===== config.mk =====
export PLATFORM = sky130hd
export DESIGN_NAME = udc_counter
export DESIGN_NICKNAME = d
export VERILOG_FILES = /design/src/logic/udc_pkg.sv /design/src/logic/udc_step_if.sv /design/src/logic/udc_step_core.sv /design/src/logic/udc_counter.sv
export SDC_FILE = /design/constraint.sdc
export NUM_CORES = 1
export LEC_CHECK = 0
export ABC_AREA = 1
export BUFFER_PORTS_ARGS = -buffer_cell sky130_fd_sc_hd__buf_2
export CAP_MARGIN = 20
export CELL_PAD_IN_SITES_DETAIL_PLACEMENT = 1
export CELL_PAD_IN_SITES_GLOBAL_PLACEMENT = 1
export CORE_MARGIN = 3
export CORE_UTILIZATION = 30
export CTS_BUF_LIST = sky130_fd_sc_hd__clkbuf_4 sky130_fd_sc_hd__clkbuf_8
export DETAILED_ROUTE_END_ITERATION = 6
export PLACE_DENSITY = 0.58
export SYNTH_ARGS = -nofsm -noshare
export SYNTH_HDL_FRONTEND = slang
export SYNTH_SLANG_ARGS = --single-unit

===== constraint.sdc =====
create_clock -name clk_in -period 1.3 [get_ports clk_in]
set_input_delay 0.13 -clock clk_in [delete_from_list [all_inputs] [get_ports clk_in]]
set_output_delay 0.13 -clock clk_in [all_outputs]
set_load 0.01 [all_outputs]

===== src/logic/udc_pkg.sv =====
// package: widths, count limits and reset values for the up/down counter
package udc_pkg;
    localparam int UDC_WIDTH = 4; // width of the count
    localparam logic [3:0] UDC_ZERO = 4'h0; // cleared count value
    localparam logic [3:0] UDC_MAX = 4'hF; // top of the count range
    localparam logic [3:0] UDC_STEP = 4'h1; // increment / decrement step
    localparam logic [1:0] UDC_SYNC_INIT = 2'h3; // up, down and preset sync chains idle high; clear chain idles low
    // direction selected for the current cycle
    typedef enum logic [1:0] {
        UDC_HOLD,
        UDC_UP,
        UDC_DOWN
    } udc_dir_t;
endpackage


===== src/logic/udc_step_if.sv =====
// interface: count state and step request between the counter and its core
`timescale 1ns/1ns
`default_nettype none
interface udc_step_if;
    import udc_pkg::*;
    logic [UDC_WIDTH-1:0] count; // present count
    udc_dir_t dir; // requested step direction
    logic [UDC_WIDTH-1:0] next_count; // stepped value
    modport ctrl (output count, output dir, input next_count);
    modport core (input count, input dir, output next_count);
endinterface
`default_nettype wire


===== src/logic/udc_step_core.sv =====
// module: stepping arithmetic with wrap for the up/down counter
`timescale 1ns/1ns
`default_nettype none
module udc_step_core
    import udc_pkg::*;
(
    udc_step_if.core step_io // count in, stepped count out
);
    // -----------------------------------------------------------------
    // step arithmetic
    // -----------------------------------------------------------------
    // modulo-16 arithmetic: fifteen plus one wraps to zero
    wire [UDC_WIDTH-1:0] inc_value = step_io.count + UDC_STEP;
    // zero minus one wraps to fifteen
    wire [UDC_WIDTH-1:0] dec_value = step_io.count - UDC_STEP;

    // select by direction; hold keeps the count
    assign step_io.next_count = (step_io.dir == UDC_UP) ? inc_value :
                                (step_io.dir == UDC_DOWN) ? dec_value :
                                step_io.count;
endmodule
`default_nettype wire


===== src/logic/udc_counter.sv =====
// module: dual-clock 4-bit up/down counter with preset and clear
`timescale 1ns/1ns
`default_nettype none
module udc_counter
    import udc_pkg::*;
(
    input wire logic clk_in, // 50 MHz system clock
    input wire logic sys_rst_in, // async reset, active high
    input wire logic count_up_in, // count-up clock pin
    input wire logic count_down_in, // count-down clock pin
    input wire logic preset_n_in, // preset control, active low
    input wire logic async_clear, // clear pin, active high
    input wire logic [3:0] data_in, // preset data
    output logic count_bit0_out, // count bit 0
    output logic count_bit1_out, // count bit 1
    output logic count_bit2_out, // count bit 2
    output logic count_bit3_out, // count bit 3
    output logic borrow_out_n, // borrow, active low
    output logic carry_out_n // carry, active low
);
    // -----------------------------------------------------------------
    // input synchronisers
    // -----------------------------------------------------------------
    logic [1:0] up_sync; // up clock chain
    logic [1:0] down_sync; // down clock chain
    logic [1:0] preset_sync; // preset chain
    logic [1:0] clear_sync; // clear chain
    logic [3:0] data_meta; // data first stage
    logic [3:0] data_sync; // data second stage
    logic up_prev; // up level one cycle back
    logic down_prev; // down level one cycle back

    // two flops on every pin; only stage [1] is read by logic
    always_ff @(posedge clk_in or posedge sys_rst_in) begin
        if (sys_rst_in) begin
            up_sync <= UDC_SYNC_INIT;
            down_sync <= UDC_SYNC_INIT;
            preset_sync <= UDC_SYNC_INIT;
            clear_sync <= 2'h0;
            data_meta <= UDC_ZERO;
            data_sync <= UDC_ZERO;
        end else begin
            up_sync <= {up_sync[0], count_up_in};
            down_sync <= {down_sync[0], count_down_in};
            preset_sync <= {preset_sync[0], preset_n_in};
            clear_sync <= {clear_sync[0], async_clear};
            data_meta <= data_in;
            data_sync <= data_meta;
        end
    end

    // edge history taken from the synchronised levels
    always_ff @(posedge clk_in or posedge sys_rst_in) begin
        if (sys_rst_in) begin
            up_prev <= 1'b1;
            down_prev <= 1'b1;
        end else begin
            up_prev <= up_sync[1];
            down_prev <= down_sync[1];
        end
    end

    // -----------------------------------------------------------------
    // decode
    // -----------------------------------------------------------------
    wire up_level = up_sync[1]; // synchronised up clock
    wire down_level = down_sync[1]; // synchronised down clock
    wire clear_act = clear_sync[1]; // clear asserted
    wire preset_act = ~preset_sync[1]; // preset asserted
    // rising edges of the count clocks
    wire up_rise = up_level & ~up_prev;
    wire down_rise = down_level & ~down_prev;
    // a step counts only while the other clock stands high
    wire up_step = up_rise & down_level;
    wire down_step = down_rise & up_level;

    // -----------------------------------------------------------------
    // count state
    // -----------------------------------------------------------------
    logic [UDC_WIDTH-1:0] count;
    logic [UDC_WIDTH-1:0] next_count; // next count value
    udc_step_if step_bus (); // link to the step core
    udc_dir_t step_dir; // direction for this cycle

    assign step_dir = up_step ? UDC_UP :
                      down_step ? UDC_DOWN : UDC_HOLD;
    assign step_bus.count = count;
    assign step_bus.dir = step_dir;

    // stepping arithmetic with wrap at both ends
    udc_step_core u_step (
        .step_io(step_bus.core)
    );

    // clear first, then preset, then a count step
    assign next_count = clear_act ? UDC_ZERO :
                        preset_act ? data_sync :
                        step_bus.next_count;

    // whole word loads at once: no ripple between bits
    always_ff @(posedge clk_in or posedge sys_rst_in) begin
        if (sys_rst_in) begin
            count <= UDC_ZERO;
        end else begin
            count <= next_count;
        end
    end

    // -----------------------------------------------------------------
    // cascade outputs
    // -----------------------------------------------------------------
    // next-state forms so the registered pins track count and clocks;
    // only the second sync stage is read, never the metastable first one
    wire next_borrow_n = ~((next_count == UDC_ZERO) & ~down_level);
    wire next_carry_n = ~((next_count == UDC_MAX) & ~up_level);

    // outputs registered; drive the next stage's clocks (cascade)
    always_ff @(posedge clk_in or posedge sys_rst_in) begin
        if (sys_rst_in) begin
            count_bit0_out <= 1'b0;
            count_bit1_out <= 1'b0;
            count_bit2_out <= 1'b0;
            count_bit3_out <= 1'b0;
            borrow_out_n <= 1'b1;
            carry_out_n <= 1'b1;
        end else begin
            count_bit0_out <= next_count[0];
            count_bit1_out <= next_count[1];
            count_bit2_out <= next_count[2];
            count_bit3_out <= next_count[3];
            borrow_out_n <= next_borrow_n;
            carry_out_n <= next_carry_n;
        end
    end
endmodule
`default_nettype wire


# --- Word-level counts from Yosys, hierarchy flattened ---
# Cells that the tools add are included.
totals:
  memories: 0
  out_inout_bits: 6
  mem_bits_ro: 0
  wordCells: 39
  ramBits: 0
  latch_bits: 0
  in_bits: 10
  ff_bits: 28
classes:
  n_mul: 0
  n_lt_le_gt_ge: 0
  n_bitwise: 12
  reduce_logical: 1
  n_div: 0
  shifts: 0
  n_eq_ne: 3
  addsub: 2
  mux: 6
op_table:
  columns: ["cell", "n"]
  rows:
  - ["$mux 4", 4]
  - ["$and 1x1->1", 6]
  - ["$not 1->1", 6]
  - ["$add 4x1->4 const B", 1]
  - ["$eq 4x4->1 const B", 1]
  - ["$logic_not 4->1", 1]
  - ["$mux 2", 2]
  - ["$sub 4x1->4 const B", 1]
  - ["$eq 2x1->1 const B", 1]
  - ["$eq 2x2->1 const B", 1]

# --- Depth between registers and ports, before layout ---
depth:
  word_depth: 13
  depth_mapped: 10
  mapped_depth_nobuf: 10

# --- Cells and area by module ---
# Synthesis repeated with hierarchy kept, for this count alone.
unflattened:
  cells_unflattened: 99
  area_unflattened_um2: 955.9
by_module_without_submodules:
  columns: ["mod", "seq_area_each_um2", "area_per_inst_um2", "instances", "cells_each"]
  rows:
  - ["udc_counter", 613.1, 774.5, 1, 60]
  - ["udc_step_core", 0.0, 181.4, 1, 39]

# --- Least setup slack after synthesis ---
# Ideal clock, no wire load.
synth_timing:
  path_kind: "reg2reg"
  startpoint: "reg count[0]"
  endpoint: "reg carry_out_n"
  n_path_buf: 0
  setup_ps: 77
  path_slack_ps: -44
  arrival_ps: 1267
  required_ps: 1223
  path_stages_with_launch: 9
  synth_period_minus_slack_ps: 1344
  cell_sequence: "dfrtp_1 -> inv_1 -> ha_1 -> a21oi_1 -> nand2_1 -> nand2_1 -> nand3_1 -> nor2_1 -> nand2_1"
synth_between:
  elab_chain_len: 8
  elab_cells_between_ends: 9
  classes_between: "add/sub (2); eq/ne (1); mux (4); bitwise (2)"
synth_rtl:
  columns: ["element", "line", "text"]
  rows:
  - ["start: declaration", "udc_counter.sv:80", "logic [UDC_WIDTH-1:0] count;"]
  - ["start signal: assignment", "udc_counter.sv:105", "count <= next_count;"]
  - ["$sub 4x1->4", "udc_step_core.sv:15", "wire [UDC_WIDTH-1:0] dec_value = step_io.count - UDC_STEP;"]
  - ["$mux 4", "udc_step_core.sv:19", "(step_io.dir == UDC_DOWN) ? dec_value :"]
  - ["$mux 4 *", "udc_step_core.sv:18", "assign step_io.next_count = (step_io.dir == UDC_UP) ? inc_value :"]
  - ["$mux 4 *", "udc_counter.sv:97", "preset_act ? data_sync :"]
  - ["$mux 4 *", "udc_counter.sv:96", "assign next_count = clear_act ? UDC_ZERO :"]
  - ["$eq 4x4->1 *", "udc_counter.sv:115", "wire next_carry_n = ~((next_count == UDC_MAX) & ~up_level);"]
  - ["$and 1x1->1 *", "udc_counter.sv:115", null]
  - ["$not 1->1 *", "udc_counter.sv:115", null]
  - ["via next_carry_n", "udc_counter.sv:115", null]
  - ["end signal: assignment", "udc_counter.sv:132", "carry_out_n <= next_carry_n;"]
  - ["end: declaration", "udc_counter.sv:19", "output logic carry_out_n"]
# Mark *: on every way through the listed nets, which the timed path passes. The rest lies on a longest branch.

# --- Worst setup path after layout ---
layout_timing:
  startpoint: "reg up_sync[1]"
  endpoint: "reg carry_out_n"
layout_between:
  elab_chain_len: 11
  elab_cells_between_ends: 15
  classes_between: "eq/ne (3); mux (6); bitwise (6)"
layout_rtl:
  columns: ["element", "line", "text"]
  rows:
  - ["start: declaration", "udc_counter.sv:24", "logic [1:0] up_sync;"]
  - ["start signal: assignment", "udc_counter.sv:43", "up_sync <= {up_sync[0], count_up_in};"]
  - ["$and 1x1->1, on equally long branches", "udc_counter.sv:71, udc_counter.sv:75", null]
  - ["$and 1x1->1 or $mux 2 (tied branches)", "udc_counter.sv:74, udc_counter.sv:86", null]
  - ["$mux 2", "udc_counter.sv:85", "assign step_dir = up_step ? UDC_UP :"]
  - ["$eq 2x2->1", "udc_step_core.sv:19", null]
  - ["$mux 4", "udc_step_core.sv:19", null]
  - ["$mux 4", "udc_step_core.sv:18", null]
  - ["$mux 4", "udc_counter.sv:97", null]
  - ["$mux 4", "udc_counter.sv:96", null]
  - ["$eq 4x4->1", "udc_counter.sv:115", null]
  - ["$and 1x1->1 *", "udc_counter.sv:115", null]
  - ["$not 1->1 *", "udc_counter.sv:115", null]
  - ["via next_carry_n", "udc_counter.sv:115", null]
# Marked as above.

==> results.txt <==
outcome: finished with violations
failing checks: setup timing
critical path peak fanout: 5
unrepaired setup endpoints after global routing: true
clk_skew: 0.00829 ns
DRC violations left: 0
initial drt markers: 20
fmax: 702 MHz
gpl congestion: 0.801
WL/cell: 12.1 um
storage element area: 613 sq um
IO Pins: 16
P_leak: 0.652 nW
final net count: 144
CTS root buffer: clkbuf_4
Crit path buffers/inverters: 0
initial antenna violation count: 0
CP delay by family, top: flip-flops
Mapped Area: 931 sq um
critical path type: register to register
Max-slew headroom: 80.6%
final hold violations: 0
Required @ worst endpoint: 1.55 ns
via count: 741
Worst setup EP type: register
DR pass1 iterations: 2
post-synth top area share: 37.6%
final setup fails: 3
pwr/cell area: 1060 nW/um^2
Syn Inst Count: 94
ANT cells: 0
CTS clk-pin slew, worst paths: 0.12 ns
area delta synth->final: 42.3%
TNS Setup: -0.237 ns
HP Class: register to register
Yosys top cell by area: dfrtp_1
total clock sinks: 24
Yosys cell types: 16
Async SR Flop Fraction: 100%
synthesis-stage register bit count: 24
Worst Hold Slack: 0.351 ns
detailed placement HPWL: 1400 um
Congestion Overflow GR: 0
Die Span Y: 61.7 um
Worst-Margin Slew: 0.292 ns
Most used DFF post-synth: dfrtp_1
# rows: 19
die area: 3810 sq um
Mean Syn Cell Area: 9.90 sq um
htree depth: 1
Starting Density: 32.6%
vias per cell: 4.57
clk_lat worst skew: 0.30 ns
top area cells in the synthesized netlist: dfrtp_1 (38%), dfstp_2 (28%), nand2_1 (8.5%)
Multi-input gate area: 332 sq um
most common cell in the netlist: nand2_1
CP startpoint kind: register
crit share post-route: 110%
Inserted Clock Buffers: 3
Max Cap Viol: 0
fin cells: 162
clk buf depth: 2
Syn Nets: 106
DRT antenna net count: 0
Routed WL: 1960 um
worst setup margin: -0.124 ns
vias in the first global route: 781
core area: 2850 sq um
register area share after synthesis: 65.9%
Max IR drop VDD: 0.000707 V
Slew Viols, Final: 0
CP max stage cell: dfstp_2
share of layout cells above drive strength 1: 50.4%
Post-Place Cells: 148
arrival time at the worst endpoint: 1.67 ns
fin crit period: 1.42 ns
count of warnings emitted by yosys: 0
number of synthesized flops with an enable pin: 0
worst-path cell chain: nand4_1, o21ai_2, nand2_1, nand3_2, nand2_2, nor2_1, nand2_1
first-pass GRT wire length: 3300 um
port buffer count: 15
FILL cells: 330
Die W: 61.7 um
all-layer global routing usage: 12.0%
Synth top cells by count: nand2_1 (21), dfrtp_1 (14), inv_1 (14), nand3_1 (12), nor2_1 (11)
Worst path max stage delay: 0.62 ns
most frequent CP cell: nand2_1
largest net degree at the start of global routing: 25
CTS tree: built
## path summary, 6_finish.rpt
kind	slack [ns]	end	depth (start not counted)	startpoint
max	-0.12	carry_out_n	7	up_sync[1]
min	0.35	data_sync[0]	0	data_meta[0]
max reg2reg	-0.12	carry_out_n	7	up_sync[1]
min reg2reg	0.35	data_sync[0]	0	data_meta[0]
max in group asynchronous	0.62	preset_sync[0]	4	sys_rst_in
min in group asynchronous	0.39	data_sync[0]	4	sys_rst_in
## cells in the final DEF, fill, tap and decap left out, types with 2 or more instances in the layout
master	n
buf_4	9
nand2_2	7
nand3_1	7
nor2_2	2
buf_2	15
inv_2	4
a21oi_2	3
clkbuf_4	3
nand2_1	13
dfstp_2	10
dlygate4sd3_1	9
inv_1	11
dfrtp_1	14
nor2_1	9
nand3_2	5
## routing by layer
metal,up-vias,part of all wire (%),track usage [%]
met3,4,3.3,1.86
met4,0,2.0,6.67
met5,-,0,0
li1,360,-,-
met2,14,55,20.5
met1,363,40,14.4
## timing repair
| item | in CTS | in global routing |
|---|---|---|
| endpoints found under the hold margin | 22 | 0 |
| hold buffers | 9 | 0 |
| endpoints found under the setup margin | 3 | 6 |
| buffers inserted | 0 | 1 |
| pin swaps | 1 | 10 |
| gates resized for setup | 4 | 18 |
## sequential cells by signal, summed over array words and instances (netlist names)
| signal | cells |
|---|---|
| down_sync | 2 |
| down_prev | 1 |
| up_prev | 1 |
| clear_sync | 2 |
| carry_out_n | 1 |
| count | 4 |
| up_sync | 2 |
| data_sync | 4 |
| data_meta | 4 |
| borrow_out_n | 1 |
| preset_sync | 2 |
## cells by family (layout without fill, tap and decap cells)
kind of cell | count (synthesis) | in the layout | share of synthesized area (%)
simple gates | 47 | 47 | 21.4
flops | 24 | 24 | 65.9
buf+inv | 17 | 54 | 7.12
compound gates | 4 | 4 | 2.96
fa+ha+maj | 2 | 2 | 2.69
## area by class of cell
type / count / area share [%]
Clock buffer: 4 / 2.74
Inverter: 16 / 4.63
Multi-Input combinational cell: 53 / 25.0
Sequential cell: 24 / 46.3
Tap cell: 31 / 2.93
Timing Repair Buffer: 34 / 18.4
## worst reg2reg max path: cells and delay by family (launching register included)
family          cells  cell delay, ns
flops               1            0.62
simple gates        6            0.58
compound gates      1            0.18
## power breakdown
part / internal [mW] / total [mW] / switching (mW) / leakage, nW
Combinational: 0.102 / 0.209 / 0.107 / 0.357
Clock: 0.171 / 0.372 / 0.202 / 0.0210
Sequential: 0.799 / 0.829 / 0.0295 / 0.274
Total: 1.07 / 1.41 / 0.338 / 0.652
## per-stage QoR
stage	setup slack (ns)	power [mW]	instance area, sq um	util (%)
after floorplan	0.0175	0.925	943	-
after global placement	-0.0664	0.998	1120	39.3
after detailed placement	-0.102	1.00	1120	39.3
after CTS	-0.0994	1.41	1260	44.2
after global routing	-0.227	1.49	1330	46.4
final	-0.124	1.41	1330	46.4
Power figures use the tool's default switching activity.
